[config.mk]
export PLATFORM = sky130hd
export DESIGN_NAME = ibc_ctrl
export DESIGN_NICKNAME = d
export VERILOG_FILES = /design/src/include/ibc_pkg.sv /design/src/logic/ibc_ctrl.sv
export SDC_FILE = /design/constraint.sdc
export NUM_CORES = 1
export LEC_CHECK = 0
export ABC_AREA = 1
export BUFFER_PORTS_ARGS = -buffer_cell sky130_fd_sc_hd__buf_4
export CELL_PAD_IN_SITES_DETAIL_PLACEMENT = 0
export CELL_PAD_IN_SITES_GLOBAL_PLACEMENT = 1
export CORE_MARGIN = 2
export CORE_UTILIZATION = 41
export DETAILED_ROUTE_END_ITERATION = 7
export PLACE_DENSITY = 0.8
export SLEW_MARGIN = 20
export SYNTH_ARGS = -nofsm -noshare
export SYNTH_HDL_FRONTEND = slang
export SYNTH_SLANG_ARGS = --single-unit
[constraint.sdc]
create_clock -name core_clk -period 2.1 [get_ports core_clk]
set_clock_uncertainty 0.05 [all_clocks]
set_input_delay 0.21 -clock core_clk [delete_from_list [all_inputs] [get_ports core_clk]]
set_output_delay 0.21 -clock core_clk [all_outputs]
set_load 0.02 [all_outputs]
[src/include/ibc_pkg.sv]
// constants, register map and states of the two-wire bus controller
package ibc_pkg;
    // register byte addresses
    localparam logic [4:0] ADDR_CONTROL  = 5'h00;
    localparam logic [4:0] ADDR_STATUS   = 5'h04;
    localparam logic [4:0] ADDR_DATA     = 5'h08;
    localparam logic [4:0] ADDR_OWN      = 5'h0c;
    localparam logic [4:0] ADDR_CONTROL2 = 5'h10;
    // bus_control fields
    localparam int CTL_EN_BIT   = 7;
    localparam int CTL_IE_BIT   = 6;
    localparam int CTL_MST_BIT  = 5;
    localparam int CTL_TX_BIT   = 4;
    localparam int CTL_ACK_DRIVE_VALUE_BIT = 3;
    localparam int CTL_REPEATED_START_REQUEST_BIT = 2;
    // bus_status fields
    localparam int ST_TCF_BIT   = 7;
    localparam int ST_SLAVE_ADDRESSED_FLAG_BIT  = 6;
    localparam int ST_BUSY_BIT  = 5;
    localparam int ST_ARBITRATION_LOST_FLAG_BIT  = 4;
    localparam int ST_SRW_BIT   = 2;
    localparam int ST_IF_BIT    = 1;
    localparam int ST_RECEIVED_ACK_FLAG_BIT  = 0;
    // control2 field
    localparam int CTL2_GCE_BIT = 7;
    // reset values and general call address
    localparam logic [7:0] CONTROL_RESET = 8'h00;
    localparam logic [7:0] DATA_RESET    = 8'h00;
    localparam logic [6:0] OWN_RESET     = 7'h00;
    localparam logic [6:0] GENERAL_CALL  = 7'h00;
    // bus clock timing
    localparam int CORE_CLK_HZ     = 20000000;
    localparam int SCL_RATE_HZ     = 100000;
    localparam int SCL_HALF_CYCLES = CORE_CLK_HZ / (2 * SCL_RATE_HZ);
    typedef enum logic [3:0] {
        ST_OFF, ST_IDLE, ST_M_START, ST_M_HOLD, ST_XFER,
        ST_S_HOLD, ST_M_STOP, ST_M_RSTART
    } ibc_state_e;
endpackage

[src/logic/ibc_ctrl.sv]
// two-wire bus master/slave controller with control, status and data registers
`timescale 1ns/1ps
`default_nettype none
module ibc_ctrl #(
    parameter logic [15:0] HALF_CYCLES = 16'(ibc_pkg::SCL_HALF_CYCLES)
) (
    input  wire logic        core_clk,        // module clock
    input  wire logic        rst_b,           // async reset, active low
    input  wire logic [4:0]  avs_address,     // byte address
    input  wire logic        avs_read,        // read request
    input  wire logic        avs_write,       // write request
    input  wire logic [31:0] avs_writedata,   // write data
    input  wire logic [3:0]  avs_byteenable,  // byte lanes
    output logic      [31:0] avs_readdata,    // read data
    output logic             avs_waitrequest, // stall
    input  wire logic        scl_i,           // bus clock line level
    output logic             scl_o,           // bus clock drive value
    output logic             scl_oe,          // pull bus clock low
    input  wire logic        sda_i,           // bus data line level
    output logic             sda_o,           // bus data drive value
    output logic             sda_oe,          // pull bus data low
    output logic             irq              // interrupt request
);
    typedef struct packed {
        logic waitreq; logic [7:0] rdata;
        logic ctl_en; logic ctl_ie; logic msel; logic tx; logic ack_drive_value;
        logic [6:0] own_addr; logic gce;
        logic byte_done; logic addressed; logic busy; logic arbitration_lost_flag;
        logic slave_direction_flag; logic pend; logic received_ack_flag;
        logic [7:0] rx_data; logic [7:0] shift; logic [3:0] bit_cnt;
        logic slv_addr; ibc_pkg::ibc_state_e state; logic [1:0] step;
        logic [15:0] timer; logic scl_drv; logic sda_drv; logic irq;
        logic scl_m; logic scl_s; logic scl_p; logic sda_m; logic sda_s; logic sda_p;
    } ibc_regs_s;

    ibc_regs_s s;
    ibc_regs_s next_s;

    logic       acc_wr;
    logic       acc_rd;
    logic       wr_ctl;
    logic       wr_dat;
    logic       rd_dat;
    logic       start_det;
    logic       stop_det;
    logic       rise;
    logic       fall;
    logic       tdone;
    logic       eng_tx;
    logic [7:0] wd;

    assign acc_wr    = avs_write && !s.waitreq && avs_byteenable[0];
    assign acc_rd    = avs_read && !s.waitreq;
    assign wd        = avs_writedata[7:0];
    assign wr_ctl    = acc_wr && avs_address == ibc_pkg::ADDR_CONTROL;
    assign wr_dat    = acc_wr && avs_address == ibc_pkg::ADDR_DATA;
    assign rd_dat    = acc_rd && avs_address == ibc_pkg::ADDR_DATA;
    // edges judged on the second and third stages only
    assign start_det = s.scl_s && s.scl_p && s.sda_p && !s.sda_s;
    assign stop_det  = s.scl_s && s.scl_p && !s.sda_p && s.sda_s;
    assign rise      = !s.scl_p && s.scl_s;
    assign fall      = s.scl_p && !s.scl_s;
    assign tdone     = s.timer >= HALF_CYCLES - 16'h0001;
    assign eng_tx    = s.tx && !s.slv_addr;

    always_comb begin
        logic arb_lose;
        logic [7:0] rd_mux;
        logic [7:0] byte_in;
        next_s   = s;
        arb_lose = 1'b0;
        byte_in  = {s.shift[6:0], s.sda_s};
        rd_mux   = 8'h00;
        case (avs_address)
            // repeated start bit always reads 0
            ibc_pkg::ADDR_CONTROL:  rd_mux = {s.ctl_en, s.ctl_ie, s.msel, s.tx, s.ack_drive_value, 3'h0};
            ibc_pkg::ADDR_STATUS:   rd_mux = {s.byte_done, s.addressed, s.busy, s.arbitration_lost_flag,
                                              1'b0, s.slave_direction_flag, s.pend, s.received_ack_flag};
            ibc_pkg::ADDR_DATA:     rd_mux = s.rx_data;
            ibc_pkg::ADDR_OWN:      rd_mux = {1'b0, s.own_addr};
            ibc_pkg::ADDR_CONTROL2: rd_mux = {s.gce, 7'h00};
            default:                rd_mux = 8'h00;
        endcase
        next_s.scl_m   = scl_i;
        next_s.scl_s   = s.scl_m;
        next_s.scl_p   = s.scl_s;
        next_s.sda_m   = sda_i;
        next_s.sda_s   = s.sda_m;
        next_s.sda_p   = s.sda_s;
        // one-cycle answer: stall the first cycle, release the second
        next_s.waitreq = !((avs_read || avs_write) && s.waitreq);
        if ((avs_read || avs_write) && s.waitreq) begin
            next_s.rdata = rd_mux;
        end
        next_s.timer = 16'(s.timer + 16'h0001);

        // software clears and configuration come first so hardware sets win
        if (wr_ctl) begin
            next_s.ctl_en    = wd[ibc_pkg::CTL_EN_BIT];
            next_s.ctl_ie    = wd[ibc_pkg::CTL_IE_BIT];
            next_s.tx        = wd[ibc_pkg::CTL_TX_BIT];
            next_s.ack_drive_value      = wd[ibc_pkg::CTL_ACK_DRIVE_VALUE_BIT];
            next_s.addressed = 1'b0;
        end
        if (acc_wr && avs_address == ibc_pkg::ADDR_STATUS) begin
            if (wd[ibc_pkg::ST_ARBITRATION_LOST_FLAG_BIT]) next_s.arbitration_lost_flag = 1'b0;
            if (wd[ibc_pkg::ST_IF_BIT]) next_s.pend = 1'b0;
        end
        if (acc_wr && avs_address == ibc_pkg::ADDR_OWN) next_s.own_addr = wd[6:0];
        if (acc_wr && avs_address == ibc_pkg::ADDR_CONTROL2) begin
            next_s.gce = wd[ibc_pkg::CTL2_GCE_BIT];
        end
        if ((rd_dat && !s.tx) || (wr_dat && s.tx)) next_s.byte_done = 1'b0;
        if (start_det) next_s.busy = 1'b1;
        if (stop_det) next_s.busy = 1'b0;

        case (s.state)
            ibc_pkg::ST_OFF: begin
                if (s.ctl_en) next_s.state = ibc_pkg::ST_IDLE;
            end
            ibc_pkg::ST_M_START: begin
                next_s.sda_drv = 1'b1;
                if (tdone) begin
                    next_s.scl_drv = 1'b1;
                    next_s.state   = ibc_pkg::ST_M_HOLD;
                end
            end
            ibc_pkg::ST_M_HOLD, ibc_pkg::ST_S_HOLD: begin
                next_s.scl_drv = 1'b1;
                next_s.timer   = 16'h0000;
                if (wr_dat && s.tx) begin
                    next_s.shift   = wd;
                    next_s.sda_drv = !wd[7];
                    next_s.bit_cnt = 4'h0;
                    next_s.state   = ibc_pkg::ST_XFER;
                end else if (rd_dat && !s.tx) begin
                    next_s.sda_drv = 1'b0;
                    next_s.bit_cnt = 4'h0;
                    next_s.state   = ibc_pkg::ST_XFER;
                end
                if (next_s.state == ibc_pkg::ST_XFER && s.state == ibc_pkg::ST_S_HOLD) begin
                    next_s.scl_drv = 1'b0;
                end
            end
            ibc_pkg::ST_XFER: begin
                if (s.msel) begin
                    if (s.scl_drv) begin
                        if (tdone) begin
                            next_s.scl_drv = 1'b0;
                            next_s.timer   = 16'h0000;
                        end
                    end else if (!s.scl_s) begin
                        // stretched by another device: keep the count at zero
                        next_s.timer = 16'h0000;
                    end else if (tdone) begin
                        next_s.scl_drv = 1'b1;
                        next_s.timer   = 16'h0000;
                    end
                end
                if (rise && s.bit_cnt < 4'h8) begin
                    if (s.msel && eng_tx && !s.sda_drv && !s.sda_s) begin
                        arb_lose = 1'b1;
                    end
                    next_s.shift   = byte_in;
                    next_s.bit_cnt = 4'(s.bit_cnt + 4'h1);
                    if (s.bit_cnt == 4'h7 && s.slv_addr) begin
                        if (s.shift[6:0] == s.own_addr ||
                            (s.shift[6:0] == ibc_pkg::GENERAL_CALL && s.gce)) begin
                            next_s.addressed = 1'b1;
                            next_s.slave_direction_flag       = s.sda_s;
                            next_s.pend      = 1'b1;
                        end else begin
                            next_s.slv_addr = 1'b0;
                            next_s.state    = ibc_pkg::ST_IDLE;
                        end
                    end else if (s.bit_cnt == 4'h7 && !eng_tx) begin
                        next_s.rx_data = byte_in;
                    end
                end else if (rise && s.bit_cnt == 4'h8) begin
                    // acknowledge seen after a transmitted byte
                    if (eng_tx) next_s.received_ack_flag = s.sda_s;
                    next_s.byte_done = 1'b1;
                    next_s.pend      = 1'b1;
                    next_s.bit_cnt   = 4'h9;
                end
                if (fall && s.bit_cnt >= 4'h1 && s.bit_cnt <= 4'h7 && eng_tx) begin
                    next_s.sda_drv = !s.shift[7];
                end else if (fall && s.bit_cnt == 4'h8) begin
                    next_s.sda_drv = eng_tx ? 1'b0 : (s.slv_addr || !s.ack_drive_value);
                end else if (fall && s.bit_cnt == 4'h9) begin
                    next_s.sda_drv  = 1'b0;
                    next_s.slv_addr = 1'b0;
                    next_s.scl_drv  = 1'b1;
                    if (s.msel) begin
                        next_s.state = ibc_pkg::ST_M_HOLD;
                    end else if (eng_tx && s.received_ack_flag) begin
                        // master ended the read: let go of the bus
                        next_s.scl_drv = 1'b0;
                        next_s.state   = ibc_pkg::ST_IDLE;
                    end else begin
                        next_s.state = ibc_pkg::ST_S_HOLD;
                    end
                end
            end
            ibc_pkg::ST_M_STOP, ibc_pkg::ST_M_RSTART: begin
                // stop: low, release clock, release data; restart adds a final low
                if (!s.scl_drv && !s.scl_s) next_s.timer = 16'h0000;
                if (tdone) begin
                    next_s.timer = 16'h0000;
                    next_s.step  = 2'(s.step + 2'h1);
                    case (s.step)
                        2'h0: next_s.scl_drv = 1'b0;
                        2'h1: next_s.sda_drv = s.state == ibc_pkg::ST_M_STOP;
                        2'h2: begin
                            if (s.state == ibc_pkg::ST_M_STOP) begin
                                next_s.sda_drv = 1'b0;
                                next_s.state   = ibc_pkg::ST_IDLE;
                            end else begin
                                next_s.scl_drv = 1'b1;
                                next_s.state   = ibc_pkg::ST_M_HOLD;
                            end
                        end
                        default: next_s.step = 2'h0;
                    endcase
                end
            end
            default: begin
                next_s.scl_drv = 1'b0;
                next_s.sda_drv = 1'b0;
            end
        endcase

        // a start seen by a non-master begins address reception
        if (start_det && !s.msel && s.ctl_en) begin
            next_s.state    = ibc_pkg::ST_XFER;
            next_s.slv_addr = 1'b1;
            next_s.bit_cnt  = 4'h0;
            next_s.scl_drv  = 1'b0;
            next_s.sda_drv  = 1'b0;
        end else if (stop_det && !s.msel && s.state != ibc_pkg::ST_OFF) begin
            next_s.state   = ibc_pkg::ST_IDLE;
            next_s.scl_drv = 1'b0;
            next_s.sda_drv = 1'b0;
        end

        if (wr_ctl && wd[ibc_pkg::CTL_EN_BIT]) begin
            if (wd[ibc_pkg::CTL_MST_BIT] && !s.msel) begin
                // start only on a free bus
                if (s.busy) begin
                    arb_lose = 1'b1;
                end else begin
                    // data falls together with the mode change
                    next_s.msel    = 1'b1;
                    next_s.state   = ibc_pkg::ST_M_START;
                    next_s.timer   = 16'h0000;
                    next_s.sda_drv = 1'b1;
                end
            end else if (!wd[ibc_pkg::CTL_MST_BIT] && s.msel) begin
                next_s.msel    = 1'b0;
                next_s.state   = ibc_pkg::ST_M_STOP;
                next_s.step    = 2'h0;
                next_s.timer   = 16'h0000;
                next_s.scl_drv = 1'b1;
                next_s.sda_drv = 1'b1;
            end else if (wd[ibc_pkg::CTL_REPEATED_START_REQUEST_BIT] && s.msel) begin
                // repeated start only from the held point
                if (s.state == ibc_pkg::ST_M_HOLD) begin
                    next_s.state   = ibc_pkg::ST_M_RSTART;
                    next_s.step    = 2'h0;
                    next_s.timer   = 16'h0000;
                    next_s.sda_drv = 1'b0;
                end else begin
                    arb_lose = 1'b1;
                end
            end
        end

        if (arb_lose) begin
            // drop the bus silently, no stop
            next_s.arbitration_lost_flag     = 1'b1;
            next_s.pend     = 1'b1;
            next_s.msel     = 1'b0;
            next_s.scl_drv  = 1'b0;
            next_s.sda_drv  = 1'b0;
            next_s.slv_addr = 1'b0;
            next_s.state    = ibc_pkg::ST_IDLE;
        end
        if (!s.ctl_en) begin
            next_s.state   = ibc_pkg::ST_OFF;
            next_s.msel    = 1'b0;
            next_s.busy    = 1'b0;
            next_s.scl_drv = 1'b0;
            next_s.sda_drv = 1'b0;
        end
        next_s.irq = next_s.pend && next_s.ctl_ie && next_s.ctl_en;
    end

    always_ff @(posedge core_clk or negedge rst_b) begin
        if (!rst_b) begin
            s          <= '0;
            s.waitreq  <= 1'b1;
            s.rx_data  <= ibc_pkg::DATA_RESET;
            s.own_addr <= ibc_pkg::OWN_RESET;
            s.scl_m    <= 1'b1;
            s.scl_s    <= 1'b1;
            s.scl_p    <= 1'b1;
            s.sda_m    <= 1'b1;
            s.sda_s    <= 1'b1;
            s.sda_p    <= 1'b1;
            s.state    <= ibc_pkg::ST_OFF;
        end else begin
            s <= next_s;
        end
    end

    assign avs_readdata    = {24'h000000, s.rdata};
    assign avs_waitrequest = s.waitreq;
    assign scl_o           = 1'b0;
    assign sda_o           = 1'b0;
    assign scl_oe          = s.scl_drv;
    assign sda_oe          = s.sda_drv;
    assign irq             = s.irq;

    AST_IRQ_BLOCKED: assert property (@(posedge core_clk) disable iff (!rst_b)
        !s.ctl_ie |-> !irq) else $error("interrupt raised while disabled");
    AST_IRQ_FOLLOWS: assert property (@(posedge core_clk) disable iff (!rst_b)
        (s.pend && s.ctl_ie && s.ctl_en) ##1 (s.pend && s.ctl_ie && s.ctl_en) |-> irq)
        else $error("interrupt missing while pending and enabled");
    AST_OFF_QUIET: assert property (@(posedge core_clk) disable iff (!rst_b)
        !s.ctl_en |=> !scl_oe && !sda_oe) else $error("disabled module drives bus");
    AST_START_SEQ: assert property (@(posedge core_clk) disable iff (!rst_b)
        (wr_ctl && wd[7] && wd[5] && !s.msel && !s.busy && s.ctl_en)
        |=> (sda_oe && !scl_oe)[*2]) else $error("start not driven data first");
    AST_REPEATED_START_REQUEST_ZERO: assert property (@(posedge core_clk) disable iff (!rst_b)
        (avs_read && !s.waitreq && avs_address == ibc_pkg::ADDR_CONTROL)
        |-> !avs_readdata[2]) else $error("repeat start bit read back as 1");
    AST_BUSY_START: assert property (@(posedge core_clk) disable iff (!rst_b)
        (start_det && s.ctl_en) |=> s.busy) else $error("busy not set on start");
    AST_ARB_STICKY: assert property (@(posedge core_clk) disable iff (!rst_b)
        s.arbitration_lost_flag && !(acc_wr && avs_address == ibc_pkg::ADDR_STATUS && wd[4])
        |=> s.arbitration_lost_flag) else $error("arbitration flag lost without clear");
    AST_PEND_STICKY: assert property (@(posedge core_clk) disable iff (!rst_b)
        s.pend && !(acc_wr && avs_address == ibc_pkg::ADDR_STATUS && wd[1])
        |=> s.pend) else $error("pending flag lost without clear");
    AST_NO_RX_ON_TX: assert property (@(posedge core_clk) disable iff (!rst_b)
        (rd_dat && s.tx && s.state == ibc_pkg::ST_M_HOLD && !wr_ctl && !start_det)
        |=> s.state == ibc_pkg::ST_M_HOLD) else $error("read started a transfer in transmit");
    AST_MSB_FIRST: assert property (@(posedge core_clk) disable iff (!rst_b)
        (wr_dat && s.tx && s.state == ibc_pkg::ST_M_HOLD && s.ctl_en && !start_det)
        |=> sda_oe == !$past(wd[7])) else $error("first bit is not the msb");

    COV_START: cover property (@(posedge core_clk) disable iff (!rst_b)
        s.state == ibc_pkg::ST_M_START ##1 s.state == ibc_pkg::ST_M_HOLD);
    COV_BYTE: cover property (@(posedge core_clk) disable iff (!rst_b)
        !s.byte_done ##1 s.byte_done);
    COV_ARB: cover property (@(posedge core_clk) disable iff (!rst_b) !s.arbitration_lost_flag ##1 s.arbitration_lost_flag);
    COV_ADDR: cover property (@(posedge core_clk) disable iff (!rst_b)
        !s.addressed ##1 s.addressed);
endmodule
`default_nettype wire

==> metrics <==
Layout Cells excl Fill 809; pin count of the biggest net entering global routing 36; data required time of the worst path 2.32 ns; Tcrit/Tclk final 92.39%; Place WS 0.04961 ns; global-route wire length before repair 20610 um; ys async rst share 100.0%; EDFF count, synth 0; most common cell after layout, fill and taps aside sky130_fd_sc_hd__nand2_1; Starting Density 42.06%; Worst R2R Start s[9]; arrival time of data at the critical path endpoint 2.16 ns; Hold Violations, Final 0; mean cell area of the mapped netlist 7.933 um2; number of vias in the routed layout 4163; TritonCTS clock tree built; cell area after synthesis 4823 um2; number of buffers created by CTS 9; Die Height 112.5 um; end point of the critical path s[15]; time the worst path needs with I/O delays and setup 1.940 ns; largest cells by area after synthesis sky130_fd_sc_hd__dfrtp_1 (38%), sky130_fd_sc_hd__nand2_1 (11%), sky130_fd_sc_hd__buf_4 (5.4%), sky130_fd_sc_hd__inv_1 (5.4%), sky130_fd_sc_hd__o21ai_0 (4.9%); Worst Hold Class in -> reg; post-DP HPWL 9541 um; post-route design area 5609 um2; number of iterations in the first detailed-routing pass 6; kind of critical path reg -> reg; status finished clean; type of element launching the critical path flip-flop; ratio of cells with drive above 1 in the final layout 19.67%; area taken by multi-input logic gates 2328 um2; Max clock buf depth 2; io pins 85; synthesized instance count 608; Final Power 0.005040 W; DR vias/cell 5.146; number of levels the H-tree was split into 3; std cell rows 39; post-synthesis cell type with the largest combined area sky130_fd_sc_hd__dfrtp_1; Seq. cell area 2036 um2; endpoint of the lowest-slack register-to-register path s[15]; FMAX 0.5154 GHz; total die area 12650 um2; die span in x 112.5 um; main flop type after synthesis sky130_fd_sc_hd__dfrtp_1; Post-Place Cell Area 5205 um2; Max rail drop VDD 0.7297 mV; Max Cap Viol 0; static leakage power 2.761 nW; Iter 0 DRT Violations 308; CP peak stage delay 0.40 ns; number of warning messages in the yosys log 0; Placed Instances 789; leading cell types in the layout, fill and taps excluded sky130_fd_sc_hd__nand2_1 (135), sky130_fd_sc_hd__dfrtp_1 (74), sky130_fd_sc_hd__inv_1 (69), sky130_fd_sc_hd__buf_4 (55), sky130_fd_sc_hd__nor2_1 (48); setup slack of the worst register-to-register path 0.16 ns; All-Layer GR Usage 20.63%; final core utilization 48.91%; share of the synthesized area in the top cell type 38.39%; Post-layout nets 718; cells along the critical path ha_1, nor2_2, nand3_1, nand2_2, nand2_2, o22ai_1, o21ai_1, o21ai_2, buf_12, nand2_4, nor2_2; number of library cell types mapped by synthesis 47; CP Capture Type flip-flop; number of sinks handled by clock tree synthesis 81; number of failing setup endpoints in the final timing report 0; Core Footprint 11470 um2; path depth of the worst reg2reg path 11; top sig layer met4; root buffer cell sky130_fd_sc_hd__clkbuf_16; Clk Latency, worst-skew pair 0.34 ns; fill cell total of the finished layout 1091; largest fanout on the critical path 8; crit path launch s[9]; count of state elements after synthesis 81; routed metal-1 wire length 5827 um; routed length on met2 5728 um; Cell Pwr Density 898.6 nW/um2; synthesis-to-layout area growth 16.29%; CTS clk-pin slew, worst paths 0.06 ns; number of antenna violations at the first check in global routing 0; antenna diode count 0; min setup slack post-route 0.1598 ns; worst-path cell with the longest stage delay sky130_fd_sc_hd__dfrtp_1; DRT Wirelength 12520 um; final RePlAce weighted congestion 0.8767; vias in the first global route 3976; total grt overflow 0; detailed route wirelength on metal3 821 um; detailed-route DRC error count 0; register area share after synthesis 42.20%; final routed wire length divided by cell count 15.47 um; number of max-slew violations in the final report 0; count of antenna-violating nets left after detailed routing 0; Port Buffers 31
==> per-stage QoR <==
stage | hold WS, ns | setup TNS [ns]
after floorplan | -0.1356 | 0
after global placement | 0.1263 | 0
after detailed placement | 0.1375 | 0
after CTS | 0.04163 | 0
after global routing | 0.06081 | -0.01521
final | 0.05238 | 0
==> cell type report <==
cell class,count,share of cell area [%]
inverters,76,5.130
clock inverters,2,0.6246
clock buffers,13,4.997
flip-flops and latches,81,36.29
well taps,143,3.190
multi-input cells,435,41.51
repair buffers,59,8.253
==> flip-flops by register name (all words and copies together), names as in the netlist <==
register	count
s	65
sda_oe	1
irq	1
scl_oe	1
avs_waitrequest	1
avs_readdata	8
next_s	4
==> synth_stat cells (5+ instances only) <==
cell type,instances
sky130_fd_sc_hd__xor2_1,9
sky130_fd_sc_hd__a21oi_1,15
sky130_fd_sc_hd__nor3_1,10
sky130_fd_sc_hd__dfstp_2,7
sky130_fd_sc_hd__o22ai_1,10
sky130_fd_sc_hd__buf_4,35
sky130_fd_sc_hd__o21ai_1,12
sky130_fd_sc_hd__a31oi_1,5
sky130_fd_sc_hd__inv_1,69
sky130_fd_sc_hd__ha_1,9
sky130_fd_sc_hd__nand3_1,41
sky130_fd_sc_hd__dfrtp_1,74
sky130_fd_sc_hd__inv_2,6
sky130_fd_sc_hd__xnor2_1,5
sky130_fd_sc_hd__nor2_2,11
sky130_fd_sc_hd__o21ai_0,47
sky130_fd_sc_hd__nand2_1,137
sky130_fd_sc_hd__nor2_1,49
sky130_fd_sc_hd__nand4_1,8
sky130_fd_sc_hd__nand2_2,5
==> where the power goes <==
group          total (W)  leakage (nW)  switching [W]  internal (W)
Combinational    0.00136          1.58       0.000878      0.000482
Clock            0.00165         0.158       0.000607       0.00104
Sequential       0.00203          1.02       0.000225       0.00181
Total            0.00504          2.76        0.00171       0.00333
==> worst min-delay path by stage <==
| stage | start | end | cells after the start |
|---|---|---|---|
| 2_1_floorplan | rst_b | avs_readdata[0] | 0 |
| 3_3_place_gp | rst_b | avs_readdata[2] | 1 |
| 3_5_place_dp | rst_b | avs_readdata[2] | 1 |
| 4_1_cts | avs_writedata[3] | s[67] | 3 |
| 5_1_grt | avs_writedata[3] | s[67] | 3 |
| 6_report | avs_writedata[3] | s[67] | 3 |
==> kinds of logic (layout without fill, tap and decap cells) <==
kind of cell | count (synthesis) | after routing | share of synthesized area (%)
XOR/XNOR | 14 | 14 | 2.542
flip-flops | 81 | 81 | 42.21
buffers and inverters | 118 | 150 | 12.27
adder cells (fa/ha/maj) | 9 | 9 | 2.335
AND/OR/NAND/NOR | 282 | 283 | 28.20
other | 1 | 26 | 0.07775
AO/OA/AOI/OAI | 103 | 103 | 12.37
==> metal layers <==
metal / global-route usage, % / up-vias
li1: - / 2033
met1: 28.94 / 1974
met2: 32.25 / 141
met3: 4.536 / 15
met4: 6.016 / 0
met5: 0 / -
==> critical path: cells and delay by family (launching register included) <==
family	cells	cell delay (ns)
AND/OR/NAND/NOR	6	0.66
flip-flops	1	0.40
AO/OA/AOI/OAI	3	0.38
adder cells (fa/ha/maj)	1	0.23
buffers and inverters	1	0.15
==> timing repair <==
action	CTS	global route
resized for setup	0	8
setup endpoints to repair	0	22
setup buffers	0	1
endpoints found under the hold margin	28	0
hold buffers	3	0
Power figures use the tool's default switching activity.
